[config.mk]
export PLATFORM = sky130hd
export DESIGN_NAME = crs_core_regs
export DESIGN_NICKNAME = d
export VERILOG_FILES = /design/src/crs_pkg.sv /design/src/crs_core_regs.sv
export SDC_FILE = /design/constraint.sdc
export NUM_CORES = 1
export LEC_CHECK = 0
export ABC_AREA = 1
export BUFFER_PORTS_ARGS = -buffer_cell sky130_fd_sc_hd__buf_2
export CAP_MARGIN = 20
export CORE_MARGIN = 5
export CORE_UTILIZATION = 35
export DETAILED_ROUTE_END_ITERATION = 12
export PLACE_DENSITY = 0.57
export SETUP_SLACK_MARGIN = 0.02
export SLEW_MARGIN = 15
export SYNTH_ARGS = -nofsm -noshare
export SYNTH_HDL_FRONTEND = slang
export SYNTH_SLANG_ARGS = --single-unit
[constraint.sdc]
create_clock -name hclk -period 3.8 [get_ports hclk]
set_input_delay 0.76 -clock hclk [delete_from_list [all_inputs] [get_ports hclk]]
set_output_delay 0.76 -clock hclk [all_outputs]
set_load 0.1 [all_outputs]
[src/crs_pkg.sv]
// Constants and encodings for the processor register set block
// Operation
// - Reset loads the status word with 02H.
// - Interrupt acknowledge and push-status save status word; return and pop reload it.
// - With global enable clear, every interrupt request is refused.
// - With global enable set, each source's own mask decides acceptance.
// - Disable instruction and acknowledge clear global enable; enable instruction sets it.
// - Zero flag is one for a zero result, else zero.
// - Half carry is set on carry out of or borrow into bit 3.
// - Carry flag captures add overflow and subtract underflow.
// - Rotate puts shifted-out bit in carry; bit operations use carry as accumulator.
// - Stack pointer is 16 bits; only internal fast RAM may hold the stack.
// - Stack pointer decrements before a save and increments after a restore.
// - Eight 8-bit general registers X, A, C, B, E, D, L, H.
// - Pairs AX, BC, DE, HL; A, B, D, H are upper bytes.
// - Registers selectable by absolute index 0-7 and pairs 0-3.
// - Special function registers decode only in FF00H to FFFFH.
// - Special function registers take 1-, 8- and 16-bit accesses.
// - Single-bit access selects register address plus bit index.
package crs_pkg;
  localparam logic [7:0]  OFF_PSW    = 8'h00;
  localparam logic [7:0]  OFF_SP     = 8'h04;
  localparam logic [7:0]  OFF_GLO    = 8'h08;
  localparam logic [7:0]  OFF_GHI    = 8'h0C;
  localparam logic [7:0]  OFF_CMD    = 8'h10;
  localparam logic [7:0]  OFF_STAT   = 8'h14;
  localparam logic [7:0]  OFF_MASK   = 8'h18;
  localparam logic [7:0]  OFF_PEND   = 8'h1C;
  localparam logic [7:0]  OFF_SFRD   = 8'h20;
  localparam logic [7:0]  PSW_RST    = 8'h02;
  localparam logic [7:0]  PSW_WMASK  = 8'hD1;
  localparam int          B_IE       = 7;
  localparam int          B_Z        = 6;
  localparam int          B_AC       = 4;
  localparam int          B_CY       = 0;
  localparam logic [15:0] SP_RST     = 16'h0000;
  localparam logic [8:0]  RAM_PAGE   = 9'h1FD;
  localparam int          RAM_AW     = 7;
  localparam logic [7:0]  SFR_PAGE   = 8'hFF;
  localparam logic [7:0]  MASK_RST   = 8'hFF;
  localparam logic [3:0]  OP_NOP     = 4'h0;
  localparam logic [3:0]  OP_EI      = 4'h1;
  localparam logic [3:0]  OP_DI      = 4'h2;
  localparam logic [3:0]  OP_PUSHPSW = 4'h3;
  localparam logic [3:0]  OP_POPPSW  = 4'h4;
  localparam logic [3:0]  OP_RETURN_FROM_IRQ    = 4'h5;
  localparam logic [3:0]  OP_ALU     = 4'h6;
  localparam logic [3:0]  OP_ROT     = 4'h7;
  localparam logic [3:0]  OP_BIT     = 4'h8;
  localparam logic [3:0]  OP_REGWR   = 4'h9;
  localparam logic [3:0]  OP_PAIRWR  = 4'hA;
  localparam logic [3:0]  OP_SFR     = 4'hB;
  localparam logic [1:0]  SZ_BIT     = 2'h0;
  localparam logic [1:0]  SZ_BYTE    = 2'h1;
  localparam logic [1:0]  SZ_WORD    = 2'h2;
  localparam int          STAT_STK   = 0;
  localparam int          STAT_SFR   = 1;
  typedef enum logic [1:0] {ST_IDLE, ST_WR, ST_RD1, ST_RD2} crs_bus_t;
endpackage : crs_pkg

[src/crs_core_regs.sv]
// Processor register set: status word, stack pointer, general registers, special window port
`timescale 1ns/10ps
module crs_core_regs (
  input  wire logic        hclk,
  input  wire logic        hresetn,
  input  wire logic        hsel,
  input  wire logic [31:0] haddr,
  input  wire logic [1:0]  htrans,
  input  wire logic        hwrite,
  input  wire logic [2:0]  hsize,
  input  wire logic [31:0] hwdata,
  input  wire logic        hready,
  output logic      [31:0] hrdata,
  output logic             hreadyout,
  output logic             hresp,
  input  wire logic [7:0]  irq_req,
  output logic             irq_ack,
  output logic      [2:0]  irq_vec,
  output logic             sfr_sel,
  output logic             sfr_we,
  output logic      [7:0]  sfr_addr,
  output logic      [1:0]  sfr_size,
  output logic      [2:0]  sfr_bit,
  output logic      [15:0] sfr_wdata,
  input  wire logic [15:0] sfr_rdata
);
  import crs_pkg::*;

  crs_bus_t    bst_q, bst_d;
  logic [7:0]  aoff_q;
  logic [31:0] rdat_q;
  logic [7:0]  psw_q, psw_d;
  logic [15:0] sp_q, sp_d;
  logic [7:0]  gpr_q [8];
  logic [7:0]  gpr_d [8];
  logic [7:0]  ram_q [2**RAM_AW];
  logic        ram_we;
  logic [6:0]  ram_wa;
  logic [7:0]  mask_q;
  logic [7:0]  rq1_q, rq2_q;
  logic [1:0]  flt_q, flt_d;
  logic [2:0]  lvec_q;
  logic        ack_q;
  logic [2:0]  vec_q;
  logic        ssel_q, swe_q;
  logic [7:0]  sadr_q;
  logic [1:0]  ssz_q;
  logic [2:0]  sbit_q;
  logic [15:0] swd_q, srd_q;
  logic [2:0]  sdst_q;
  logic [2:0]  irq_idx;
  logic        irq_any;
  logic [7:0]  pend_q;

  // Bus decode; reads take one wait state so that hrdata comes from a flop
  wire         addr_ok = hsel & htrans[1] & hready;
  wire         wr_dp   = (bst_q == ST_WR);
  wire         cmd_go  = wr_dp & (aoff_q == OFF_CMD);
  wire [3:0]   op      = hwdata[3:0];
  wire [2:0]   c_idx   = hwdata[6:4];
  wire [1:0]   c_pair  = hwdata[5:4];
  wire [1:0]   c_sub   = hwdata[9:8];
  wire [2:0]   c_bit   = hwdata[14:12];
  wire         c_swr   = hwdata[15];
  wire [7:0]   c_imm   = hwdata[23:16];
  wire [15:0]  c_imm16 = hwdata[31:16];
  wire [15:0]  c_sfra  = hwdata[31:16];
  wire [7:0]   opnd    = gpr_q[c_idx];
  wire [15:0]  sp_dec  = sp_q - 16'h0001;
  wire [15:0]  sp_inc  = sp_q + 16'h0001;
  wire         push_ok = (sp_dec[15:7] == RAM_PAGE);
  wire         pop_ok  = (sp_q[15:7] == RAM_PAGE);
  wire         sfr_win = (c_sfra[15:8] == SFR_PAGE);
  wire         sfr_par = (c_sub == SZ_WORD) & c_sfra[0];
  wire         sfr_ok  = sfr_win & ~sfr_par & (c_sub != 2'h3);
  wire [7:0]   pend    = rq2_q & ~mask_q;
  wire         irq_go  = psw_q[B_IE] & irq_any & ~cmd_go;
  wire         sfr_cap = ssel_q & ~swe_q;
  wire [8:0]   add_r   = {1'b0, opnd} + {1'b0, c_imm};
  wire [8:0]   sub_r   = {1'b0, opnd} - {1'b0, c_imm};
  wire [4:0]   add_n   = {1'b0, opnd[3:0]} + {1'b0, c_imm[3:0]};
  wire         alu_sub = c_sub[0];
  wire [7:0]   alu_r   = alu_sub ? sub_r[7:0] : add_r[7:0];
  wire         alu_cy  = alu_sub ? sub_r[8] : add_r[8];
  wire         alu_ac  = alu_sub ? (opnd[3:0] < c_imm[3:0]) : add_n[4];
  wire         rbit    = opnd[c_bit];

  // Lowest numbered unmasked pending source wins
  always_comb begin
    irq_idx = 3'h0;
    irq_any = 1'b0;
    for (int i = 7; i >= 0; i--) begin
      if (pend[i]) begin
        irq_idx = 3'(i);
        irq_any = 1'b1;
      end
    end
  end

  always_comb begin
    bst_d = ST_IDLE;
    case (bst_q)
      ST_RD1:  bst_d = ST_RD2;
      default: begin
        if (addr_ok) begin
          bst_d = hwrite ? ST_WR : ST_RD1;
        end
      end
    endcase
  end

  always_ff @(posedge hclk or negedge hresetn) begin
    if (!hresetn) begin
      bst_q  <= ST_IDLE;
      aoff_q <= 8'h00;
    end else begin
      bst_q <= bst_d;
      if (addr_ok) begin
        aoff_q <= haddr[7:0];
      end
    end
  end

  // Read mux sampled in the wait cycle, after any preceding write has landed
  wire [31:0] rd_mux =
    (aoff_q == OFF_PSW)  ? {24'h000000, psw_q} :
    (aoff_q == OFF_SP)   ? {16'h0000, sp_q} :
    (aoff_q == OFF_GLO)  ? {gpr_q[3], gpr_q[2], gpr_q[1], gpr_q[0]} :
    (aoff_q == OFF_GHI)  ? {gpr_q[7], gpr_q[6], gpr_q[5], gpr_q[4]} :
    (aoff_q == OFF_STAT) ? {27'h0000000, lvec_q, flt_q} :
    (aoff_q == OFF_MASK) ? {24'h000000, mask_q} :
    (aoff_q == OFF_PEND) ? {24'h000000, rq2_q} :
    (aoff_q == OFF_SFRD) ? {16'h0000, srd_q} : 32'h00000000;

  always_ff @(posedge hclk or negedge hresetn) begin
    if (!hresetn) begin
      rdat_q <= 32'h00000000;
    end else if (bst_q == ST_RD1) begin
      rdat_q <= rd_mux;
    end
  end

  assign hrdata    = rdat_q;
  assign hreadyout = (bst_q != ST_RD1);
  assign hresp     = 1'b0;

  // Requests come from other logic at unknown phase, so they are synchronised first
  always_ff @(posedge hclk or negedge hresetn) begin
    if (!hresetn) begin
      rq1_q <= 8'h00;
      rq2_q <= 8'h00;
    end else begin
      rq1_q <= irq_req;
      rq2_q <= rq1_q;
    end
  end

  // Main datapath: one command or one interrupt acknowledge per cycle
  always_comb begin
    psw_d  = psw_q;
    sp_d   = sp_q;
    flt_d  = flt_q;
    ram_we = 1'b0;
    ram_wa = sp_dec[6:0];
    for (int i = 0; i < 8; i++) begin
      gpr_d[i] = gpr_q[i];
    end
    if (sfr_cap) begin
      if (ssz_q == SZ_BIT) begin
        psw_d[B_CY] = sfr_rdata[sbit_q];
      end else if (ssz_q == SZ_WORD) begin
        gpr_d[{sdst_q[1:0], 1'b0}] = sfr_rdata[7:0];
        gpr_d[{sdst_q[1:0], 1'b1}] = sfr_rdata[15:8];
      end else begin
        gpr_d[sdst_q] = sfr_rdata[7:0];
      end
    end
    if (wr_dp) begin
      case (aoff_q)
        OFF_PSW:  psw_d = (hwdata[7:0] & PSW_WMASK) | PSW_RST;
        OFF_SP:   sp_d  = hwdata[15:0];
        OFF_GLO:  begin
          for (int i = 0; i < 4; i++) begin
            gpr_d[i] = hwdata[8*i +: 8];
          end
        end
        OFF_GHI:  begin
          for (int i = 0; i < 4; i++) begin
            gpr_d[i+4] = hwdata[8*i +: 8];
          end
        end
        OFF_STAT: flt_d = flt_q & ~hwdata[1:0];
        default:  ;
      endcase
    end
    if (cmd_go) begin
      case (op)
        OP_EI:      psw_d[B_IE] = 1'b1;
        OP_DI:      psw_d[B_IE] = 1'b0;
        OP_PUSHPSW: begin
          if (push_ok) begin
            sp_d   = sp_dec;
            ram_we = 1'b1;
          end else begin
            flt_d[STAT_STK] = 1'b1;
          end
        end
        OP_POPPSW, OP_RETURN_FROM_IRQ: begin
          if (pop_ok) begin
            psw_d = (ram_q[sp_q[6:0]] & PSW_WMASK) | PSW_RST;
            sp_d  = sp_inc;
          end else begin
            flt_d[STAT_STK] = 1'b1;
          end
        end
        OP_ALU: begin
          gpr_d[c_idx] = alu_r;
          psw_d[B_Z]   = (alu_r == 8'h00);
          psw_d[B_AC]  = alu_ac;
          psw_d[B_CY]  = alu_cy;
        end
        OP_ROT: begin
          if (c_sub[0]) begin
            gpr_d[c_idx] = {opnd[0], opnd[7:1]};
            psw_d[B_CY]  = opnd[0];
          end else begin
            gpr_d[c_idx] = {opnd[6:0], opnd[7]};
            psw_d[B_CY]  = opnd[7];
          end
        end
        OP_BIT: begin
          case (c_sub)
            2'h0:    psw_d[B_CY] = rbit;
            2'h1:    psw_d[B_CY] = psw_q[B_CY] & rbit;
            2'h2:    psw_d[B_CY] = psw_q[B_CY] | rbit;
            default: psw_d[B_CY] = psw_q[B_CY] ^ rbit;
          endcase
        end
        OP_REGWR:  gpr_d[c_idx] = c_imm;
        OP_PAIRWR: begin
          gpr_d[{c_pair, 1'b0}] = c_imm16[7:0];
          gpr_d[{c_pair, 1'b1}] = c_imm16[15:8];
        end
        OP_SFR: begin
          if (!sfr_ok) begin
            flt_d[STAT_SFR] = 1'b1;
          end
        end
        default: ;
      endcase
    end else if (irq_go) begin
      psw_d[B_IE] = 1'b0;
      if (push_ok) begin
        sp_d   = sp_dec;
        ram_we = 1'b1;
      end else begin
        flt_d[STAT_STK] = 1'b1;
      end
    end
  end

  // Reset does not define the stack pointer; it is cleared so that simulation is deterministic
  always_ff @(posedge hclk or negedge hresetn) begin
    if (!hresetn) begin
      psw_q  <= PSW_RST;
      sp_q   <= SP_RST;
      flt_q  <= 2'h0;
      mask_q <= MASK_RST;
      for (int i = 0; i < 8; i++) begin
        gpr_q[i] <= 8'h00;
      end
    end else begin
      psw_q <= psw_d;
      sp_q  <= sp_d;
      flt_q <= flt_d;
      for (int i = 0; i < 8; i++) begin
        gpr_q[i] <= gpr_d[i];
      end
      if (wr_dp && aoff_q == OFF_MASK) begin
        mask_q <= hwdata[7:0];
      end
    end
  end

  // Stack RAM; the pre-decremented address is written, the saved byte is the old status word
  always_ff @(posedge hclk) begin
    if (ram_we) begin
      ram_q[ram_wa] <= psw_q;
    end
  end

  always_ff @(posedge hclk or negedge hresetn) begin
    if (!hresetn) begin
      ack_q  <= 1'b0;
      vec_q  <= 3'h0;
      lvec_q <= 3'h0;
      pend_q <= 8'h00;
    end else begin
      ack_q  <= irq_go;
      pend_q <= pend;
      if (irq_go) begin
        vec_q  <= irq_idx;
        lvec_q <= irq_idx;
      end
    end
  end

  assign irq_ack = ack_q;
  assign irq_vec = vec_q;

  // Special window port: one strobe cycle, read data captured at its end
  always_ff @(posedge hclk or negedge hresetn) begin
    if (!hresetn) begin
      ssel_q <= 1'b0;
      swe_q  <= 1'b0;
      sadr_q <= 8'h00;
      ssz_q  <= SZ_BYTE;
      sbit_q <= 3'h0;
      swd_q  <= 16'h0000;
      sdst_q <= 3'h0;
      srd_q  <= 16'h0000;
    end else begin
      ssel_q <= cmd_go & (op == OP_SFR) & sfr_ok;
      if (cmd_go && op == OP_SFR) begin
        swe_q  <= c_swr;
        sadr_q <= c_sfra[7:0];
        ssz_q  <= c_sub;
        sbit_q <= c_bit;
        sdst_q <= c_idx;
        if (c_sub == SZ_WORD) begin
          swd_q <= {gpr_q[{c_pair, 1'b1}], gpr_q[{c_pair, 1'b0}]};
        end else if (c_sub == SZ_BIT) begin
          swd_q <= {15'h0000, psw_q[B_CY]};
        end else begin
          swd_q <= {8'h00, opnd};
        end
      end
      if (sfr_cap) begin
        srd_q <= (ssz_q == SZ_BIT) ? {15'h0000, sfr_rdata[sbit_q]} : sfr_rdata;
      end
    end
  end

  assign sfr_sel   = ssel_q;
  assign sfr_we    = swe_q;
  assign sfr_addr  = sadr_q;
  assign sfr_size  = ssz_q;
  assign sfr_bit   = sbit_q;
  assign sfr_wdata = swd_q;

  // Pending set as seen in the cycle the acknowledge was taken
  wire ack_ok = irq_ack & pend_q[irq_vec];
endmodule : crs_core_regs

* After elaboration in Yosys (flattened, before gate mapping) *
Memory sizes are Yosys's and may differ from the RTL's.
Cells that the tools add are included.

word-level totals
  register bits after elaboration = 210
  bits in writable memories = 1024
  output and inout port bits = 69
  word-level logic and storage cells = 232
  memories = 1

memories
  name   depth  width  rd ports  clocked after memory_dff  wr ports  line                 RTL
  ram_q  128    8      1         0                         1         crs_core_regs.sv:36  logic [7:0] ram_q [2**RAM_AW];

operators by class
  $add $sub $neg = 5
  order comparisons = 15
  equal/unequal tests = 29
  multiplexer cells = 115
  bitwise logic cells = 27
  reduce and logical (&&, ||, !) cells = 13

operators with widths
  operator                 count
  $bwmux W64               9
  $mux W64                 6
  $pmux W64 S4             1
  $mux W16                 12
  $mux W32                 6
  $demux W8 S3             6
  $mux W8                  17
  $bmux W8 S3              3
  $eq A8 B5 Y1 const B     4
  $pmux W16 S2             1
  $mux W1                  31
  $mux W3                  9
  $ge A4 B4 Y1 const B     6
  $lt A4 B1 Y1 const B     6
  $not A3 Y4               6
  $eq A9 B9 Y1 const B     2
  $add A16 B1 Y16 const B  1
  $eq A4 B3 Y1 const B     4
  $eq A4 B4 Y1 const B     4
  $eq A8 B4 Y1 const B     2
  $logic_not A8 Y1         2
  $sub A16 B1 Y16 const B  1
  $and A1 B1 Y1            12
  $mux W2                  5
  29 further kinds         48

* Logic depth before layout (Yosys ltp) *
Gate-level depths: netlist of the first run.

  depth after elaboration = 16
  mapped depth = 26
  depth with buffers taken out = 24

* Least setup slack after synthesis of the first run *
OpenSTA, ideal clock, no wires.

  path kind = register to register
  from = reg psw_q[7]
  to = mem ram_q[101][0] (enable)
  setup time = 329 ps
  data arrival time = 3371 ps
  data required time = 3471 ps
  path slack = 100 ps
  stages on the path, launching flop included = 10
  path buffers = 1
  path through = dfrtp_1 inv_1 a21oi_1 nor2_1 a21oi_2 inv_2 nor2_8 nand3_4 buf_6 nor2_1

on the way
  longest elaborated chain between the ends = 6

ends and longest elaborated chain
  item                           line                  RTL
  start, declared                crs_core_regs.sv:32   logic [7:0] psw_q, psw_d;
  start signal, assigned         crs_core_regs.sv:273  psw_q <= psw_d;
  $and A1 B1 Y1 (2 in series)    crs_core_regs.sv:77   wire irq_go = psw_q[B_IE] & irq_any & ~cmd_go;
  $mux W1                        crs_core_regs.sv:251  end else if (irq_go) begin
  $mux W1                        crs_core_regs.sv:196  if (cmd_go) begin
  $mux W1                        crs_core_regs.sv:287  if (ram_we) begin
  $mux W1 (not written as such)  crs_core_regs.sv:288  ram_q[ram_wa] <= psw_q;
  end, declared                  crs_core_regs.sv:36

No other way between the ends.

* Final worst setup path of the first run *
  from = reg sp_q[0]
  to = mem ram_q[22][0] (enable)

on the way
  longest elaborated chain between the ends = 7
  elaborated cells on any way between the ends = 8
  classes of those cells = add/sub (1); eq/ne (1); mux (6)

ends and longest elaborated chain
  item                           line                                        RTL
  start, declared                crs_core_regs.sv:33                         logic [15:0] sp_q, sp_d;
  start signal, assigned         crs_core_regs.sv:274                        sp_q <= sp_d;
  $sub A16 B1 Y16 (*)            crs_core_regs.sv:69                         wire [15:0] sp_dec = sp_q - 16'h0001;
  $eq A9 B9 Y1                   crs_core_regs.sv:71                         wire push_ok = (sp_dec[15:7] == RAM_PAGE);
  $mux W1                        crs_core_regs.sv:201, crs_core_regs.sv:253
  $mux W1 (on tied branches)     crs_core_regs.sv:251, crs_core_regs.sv:197
  $mux W1                        crs_core_regs.sv:196
  $mux W1                        crs_core_regs.sv:287
  $mux W1 (not written as such)  crs_core_regs.sv:288

Mark *: on every way between the ends. The rest lies on a longest branch, timed or not.

==> flow_summary_export.csv, run 1 <==
group,metric,value,unit
synth,synthesis.area_per_instance,8.462,sq um
final_layout,net_count_reported_at_finish,4806,
synth,synthArstFlopShare,29.09,%
sta,maxClockFrequency,281.1,MHz
sta,hold_violations,0,
floorplanning,die_width,340.7,microns
cts,clkSlewWorstSetupHoldPaths,0.06,ns
hold_path,worstHoldPathType,"input port to async pin",
global_routing,largest_net_degree_at_the_start_of_global_routing,127,
job,max-cap-violations,0,
sta,setup_viol,0,
power,seq_power_share,46.2,%
cts,cts-hold-fix-buffers,0,
synth,post-synth-top-area-cell,"edfxtp_1",
drt,drc_errors,0,
synth,dominant_register_cell_in_the_synthesized_netlist,"edfxtp_1",
worst_setup_path,timing.critical_path.fanout_max,40,
sta,rsz0062_at_grt,"no",
worst_setup_path,critical_path_required,4.08,ns
worst_setup_path,reg2reg_setup_slack,0.24,ns
drt,top_layer,"met5",
synth,synth-xor-area-share,0.4119,%
worst_setup_path,cp-end-kind,"flop",
floorplanning,num_io_pins,167,
cts,cts.path.max_buffers,3,
floorplanning,die-height,340.7,microns
sta,finalCriticalPeriod,3.557,ns
worst_setup_path,crit-reg2reg-capture,"ram_q[22][0]$_DFFE_PP_",
sta,timing.slew.headroom,32.40,%
global_routing,antenna_found_initial,6,
drt,met1Wirelength,66.55,mm
cts,cts_max_level,3,
power,total_leakage_power,16.99,nW
power,clockPowerShare,41.0,%
drt,dr_total_vias,35240,
synth,synth_simple_gate_area_share,20.37,%
global_routing,first_pass_grt_wire_length,223.7,mm
global_routing,grt_usage,25.59,%
synth,yosysWarnings,0,
cts,post_cts.repair.setup_buffers,0,
synth,yosysTopAreaCellShare,40.17,%
synth,synth-compound-area-share,18.36,%
worst_setup_path,timing.rr.start,"sp_q[0]$_DFF_PN0_",
synth,syn_nets,4643,
worst_setup_path,critPathLaunchType,"flop",
final_layout,layout-area-overhead-vs-synth,15.09,%
drt,postRouteAntennaNets,0,
synth,number_of_synthesized_flops_with_an_enable_pin,512,
floorplanning,design.die.area,116100,sq um
power,vdd.ir_drop.worst,0.0003106,V
synth,post_synth_num_cell_types,62,
power,switching_share,28.43,%
drt,wire_per_inst,25.04,microns
synth,synth_fa_ha_area_share,0.7584,%
sta,report.final.slew_viol_count,0,
cts,cts_root_buffer,"clkbuf_16",
synth,seq_area_frac_synth,53.93,%
drt,avgViaCountPerCell,5.714,
power,cellPowerDensity,426.7,nW/um^2
drt,met3RoutedLength,16.13,mm
synth,syn-cell-area,38280,sq um
cts,postCtsResizedCells,0,
synth,synthMuxAreaShare,0.1111,%
place,place_inst,6019,
synth,synth_common_cells,"nand2_1 (956), o21ai_0 (690), nor2_1 (642)",
floorplanning,row_count,121,
global_routing,first_global_vias,32560,
synth,syn-instance-count,4523,
worst_setup_path,critical_path_arrival,3.84,ns
worst_setup_path,critPathKind,"flop to flop",
place,routabilityCongestion,1.005,
global_routing,grt_overflow,0,
cts,clkLatencyLatePin,0.67,ns
power,intPower,13.45,mW
sta,period_share,93.61,%
worst_setup_path,r2r.worst_path.cells,10,
synth,synth_top_family_by_area,"simple AND/OR/NAND/NOR gates",
cts,tritoncts.num_buffers,79,
cts,cts_tree,"built",
final_layout,post_route_cells_drive_above_1_share,11.85,%
outcome,status,"completed",
floorplanning,core-area,108700,sq um
drt,drt_pass1_iterations,7,
final_layout,finish.cell_count_without_fillers,6167,
sta,worst_slew_pin_slew,1.003,ns
synth,post_synth_main_area_contributors,"edfxtp_1 (40%), dfrtp_1 (13%), nand2_1 (9.4%)",
power,comb_power_share,12.8,%
floorplanning,initial_core_util,35.21,%
place,port-buffer-count,137,
power,p_switching,5.343,mW
drt,wire_length_reported_by_the_detailed_router,154.4,mm
drt,met2WireLength,64.26,mm
synth,ys_seq_elements,722,
drt,drt_iter0_drc,4675,
cts,numClockSinks,722,
sta,worst_hold_slack,0.1454,ns
synth,yosys.cell_count.top_type,"nand2_1",
sta,finalClockSkew,0.05404,ns
place,place_hpwl,105.5,mm
## area by class of cell
class	instances	area [sq um]
Fill cell	10950	64650
Sequential cell	722	20660
Multi-Input combinational cell	3220	15350
Timing Repair Buffer	359	2512
Clock buffer	106	2160
Tap cell	1414	1769
Inverter	304	1150
Clock inverter	39	434.2
Antenna cell	3	7.507
## power by group through the flow
stage	logic [mW]	clock network, mW	registers [mW]
after global placement	2.33	0	8.83
after detailed placement	2.34	0	8.83
final	2.41	7.71	8.68
after floorplan	1.07	0	8.97
after CTS	2.35	7.83	8.67
after global routing	2.54	8.17	8.68
## metrics by stage
step | util, % | setup slack, ns | power, mW | area, sq um | TNS, ns
floorplan | - | 0.1003 | 10.03 | 38280 | 0
finish | 40.52 | 0.2428 | 18.80 | 44050 | 0
detailed placement | 38.13 | -0.1381 | 11.16 | 41450 | -2.330
CTS | 40.52 | 0.2334 | 18.84 | 44040 | 0
global placement | 38.13 | -0.1486 | 11.16 | 41450 | -2.099
global route | 40.52 | 0.1051 | 19.38 | 44040 | 0
## registers in the layout, summed over array words and instances, names as in the netlist
register / count
ram_q: 512
gpr_q: 64
hrdata: 32
sfr_wdata: 16
sp_q: 16
srd_q: 16
aoff_q: 8
mask_q: 8
psw_q: 8
rq1_q: 8
rq2_q: 8
sfr_addr: 8
irq_vec: 3
sdst_q: 3
sfr_bit: 3
bst_q: 2
flt_q: 2
sfr_size: 2
irq_ack: 1
sfr_sel: 1
sfr_we: 1
## critical path, cell delays in order (launching register included)
cell and delay (ns):
dfrtp_4 0.51, inv_8 0.21, ha_1 0.24, nand2_2 0.13, nor2_4 0.22, a21oi_1 0.11, nor3b_2 0.22, nand3_2 0.15
nor2_8 0.29, nand3_4 0.47, nor2_1 0.59
## metal layers
layer | vias to the layer above | track usage (%)
met5 | - | 0
met4 | 2 | 10.65
met3 | 381 | 5.728
met2 | 1958 | 37.25
met1 | 16950 | 36.80
li1 | 15950 | -
## cell usage in the layout, fill, tap and decap left out, drive strengths merged, types with 53 or more instances in the layout
cell    netlist  routed
a21oi       241     241
clkbuf      196     106
buf          81     359
o21ai       708     708
nor2        660     660
edfxtp      512     512
nand2       962     962
inv         292     293
o211ai       53      53
dfrtp       200     200
nand3       192     192
o22ai       161     161
## cells by family (layout without fill, tap and decap cells)
family / Yosys count / in the layout
and+or+nand+nor: 1897 / 1897
xor gates and xnor gates: 18 / 18
AOI/OAI and AO/OA: 1278 / 1278
other: 1 / 4
adders and majority gates: 22 / 22
DFF: 722 / 722
muxes: 4 / 4
buffers and inverters: 581 / 808
## worst max-delay path by stage
| stage | slack (ns) | depth (start not counted) | end | startpoint |
|---|---|---|---|---|
| after global placement | -0.15 | 23 | psw_q[6]$_DFF_PN0_ | hwdata[5] |
| after floorplan | 0.10 | 9 | ram_q[101][0]$_DFFE_PP_ | psw_q[7]$_DFF_PN0_ |
| after global routing | 0.11 | 10 | ram_q[22][0]$_DFFE_PP_ | sp_q[0]$_DFF_PN0_ |
| after CTS | 0.23 | 9 | ram_q[22][0]$_DFFE_PP_ | sp_q[4]$_DFF_PN0_ |
| final | 0.24 | 10 | ram_q[22][0]$_DFFE_PP_ | sp_q[0]$_DFF_PN0_ |
| after detailed placement | -0.14 | 24 | psw_q[6]$_DFF_PN0_ | hwdata[5] |
No activity file was read; power rests on OpenSTA's default activity.
==> run 2: changes to the inputs <==
MAX_ROUTING_LAYER = met4   (was unset)
==> flow_summary_export.csv, run 2 (same netlist as run 1, synthesis figures left out) <==
group,metric,value,unit
place,routabilityCongestion,1.055,
sta,finalClockSkew,0.05574,ns
hold_path,worstHoldPathType,"input port to async pin",
global_routing,global_route.usage.met1,37.16,%
worst_setup_path,reg2reg_setup_slack,0.23,ns
floorplanning,row_count,121,
worst_setup_path,critical_path.cell_chain,"nor2_1 -> nand3_1 -> nor3_4 -> nor2_1 -> a21oi_2 -> inv_2 -> nor2_8 -> nand3_4 -> nor2_1",
drt,drt_iter0_drc,4819,
final_layout,multiInputGateArea,15350,sq um
worst_setup_path,cp_slowest_cell,"nor2_1",
global_routing,groute.layer.met3.usage,5.222,%
worst_setup_path,critPathKind,"flop to flop",
global_routing,first_pass_grt_wire_length,223.9,mm
final_layout,largest-register,"ram_q",
cts,clkSlewWorstSetupHoldPaths,0.06,ns
outcome,status,"completed",
power,total_leakage_power,17.10,nW
final_layout,layout-area-overhead-vs-synth,15.86,%
drt,postRouteAntennaNets,0,
sta,period_share,94.01,%
cts,tritoncts.num_buffers,81,
floorplanning,design.die.area,116100,sq um
power,vdd.ir_drop.worst,0.0003098,V
sta,hold_violations,0,
final_layout,post_route_cells_drive_above_1_share,12.01,%
floorplanning,core-area,108700,sq um
place,place_hpwl,105.3,mm
global_routing,grt_use_met2,37.27,%
worst_setup_path,critPathLaunchType,"flop",
final_layout,seq_area,20660,sq um
worst_setup_path,critPathBufInv,1,
global_routing,antenna_found_initial,9,
drt,wire_per_inst,25.01,microns
final_layout,n_fill_cell,10950,
worst_setup_path,r2r.worst_path.cells,9,
cts,cts_tree,"built",
cts,clkLatencyLatePin,0.70,ns
drt,dr_total_vias,35140,
floorplanning,die_width,340.7,microns
worst_setup_path,timing.rr.start,"aoff_q[7]$_DFFE_PN0P_",
sta,report.final.slew_viol_count,0,
floorplanning,num_io_pins,167,
floorplanning,initial_core_util,35.21,%
sta,finalCriticalPeriod,3.572,ns
drt,drt_pass1_iterations,9,
sta,setup_viol,0,
place,port-buffer-count,137,
power,power.total,19.50,mW
sta,setup_total_negative_slack,0,ns
final_layout,net_count_reported_at_finish,4803,
cts,cts.path.max_buffers,3,
global_routing,largest_net_degree_at_the_start_of_global_routing,144,
final_layout,mostFrequentLayoutCell,"nand2_1",
sta,maxClockFrequency,279.9,MHz
sta,timing.slew.headroom,37.64,%
worst_setup_path,crit-reg2reg-capture,"ram_q[72][0]$_DFFE_PP_",
cts,post_cts.repair.setup_buffers,0,
cts,cts_max_level,3,
worst_setup_path,cp-end-kind,"flop",
drt,wire_length_reported_by_the_detailed_router,154.3,mm
worst_setup_path,critical_path_required,4.09,ns
cts,cts_root_buffer,"clkbuf_16",
power,cellPowerDensity,439.7,nW/um^2
worst_setup_path,crit_top_cell,"nor2_1",
sta,worst_slew_pin_slew,0.9332,ns
global_routing,first_global_vias,32660,
global_routing,grt_usage,26.37,%
sta,rsz0062_at_grt,"no",
global_routing,grt_most_used_layer,"met2",
cts,numClockSinks,722,
global_routing,grt_overflow,0,
drt,avgViaCountPerCell,5.697,
cts,postCtsResizedCells,0,
worst_setup_path,worst_path_dominant_cell_family,"simple AND/OR/NAND/NOR gates",
worst_setup_path,cpPeakStageDelay,0.55,ns
final_layout,largest_register_ff_count,512,
cts,cts-hold-fix-buffers,0,
worst_setup_path,timing.critical_path.fanout_max,16,
floorplanning,die-height,340.7,microns
worst_setup_path,critical_path_arrival,3.86,ns
job,max-cap-violations,0,
drt,drc_errors,0,
final_layout,mostFrequentLayoutCells,"nand2_1 (954), o21ai_0 (690), nor2_1 (635), edfxtp_1 (512), inv_1 (274)",
run 2: cell types whose count changed in the layout (fill, tap and decap cells not counted), sizes merged:
cell and change:
bufinv +6, clkinv -1, clkbuf -7, diode +4, clkinvlp +4, inv +1, buf -5
run 2: area by class of cell:
type                    count  area share [%]
inverters                 304           2.593
clock inverters            49           1.459
well taps                1414           3.989
multi-input cells        3220           34.62
repair buffers            354           5.722
clock buffers              99           4.980
flip-flops and latches    722           46.60
diodes                      7         0.03950
run 2: how the worst max path moves through the flow:
stage | from | to | slack (ns) | cells after the start
6_report | aoff_q[7]$_DFFE_PN0P_ | ram_q[72][0]$_DFFE_PP_ | 0.23 | 9
5_1_grt | aoff_q[7]$_DFFE_PN0P_ | ram_q[71][6]$_DFFE_PP_ | 0.04 | 9
4_1_cts | sp_q[4]$_DFF_PN0_ | ram_q[71][4]$_DFFE_PP_ | 0.30 | 9
3_5_place_dp | hwdata[5] | psw_q[6]$_DFF_PN0_ | -0.18 | 22
3_3_place_gp | hwdata[5] | gpr_q[38]$_DFF_PN0_ | -0.09 | 22
2_1_floorplan | psw_q[7]$_DFF_PN0_ | ram_q[101][0]$_DFFE_PP_ | 0.10 | 9
run 2: power breakdown:
group          switching, mW  total [mW]  internal, mW
clock                   3.54        8.42          4.88
sequential             0.158        8.67          8.51
combinational           1.80        2.41         0.613
run 2: worst register-to-register path, stage by stage, from the launching register on:
cell,delay [ns]
dfrtp_1,0.37
nor2_1,0.17
nand3_1,0.29
nor3_4,0.41
nor2_1,0.15
a21oi_2,0.27
inv_2,0.19
nor2_8,0.33
nand3_4,0.46
nor2_1,0.56
run 2: metrics by stage:
step	std cells	setup slack [ns]	hold WS [ns]	util, %	area (sq um)
global route	6167	0.03989	0.1505	40.79	44340
floorplan	4523	0.1003	0.3312	-	38280
detailed placement	6014	-0.1759	0.3347	38.15	41470
global placement	6014	-0.08741	0.3338	38.15	41470
finish	6169	0.2276	0.1080	40.80	44350
CTS	6162	0.3006	0.1190	40.78	44330
run 2: metal layers:
metal	share of wire, %	up-vias
li1	-	15960
met2	42	1976
met3	10	356
met4	4.5	0
met1	43	16850
met5	0	-
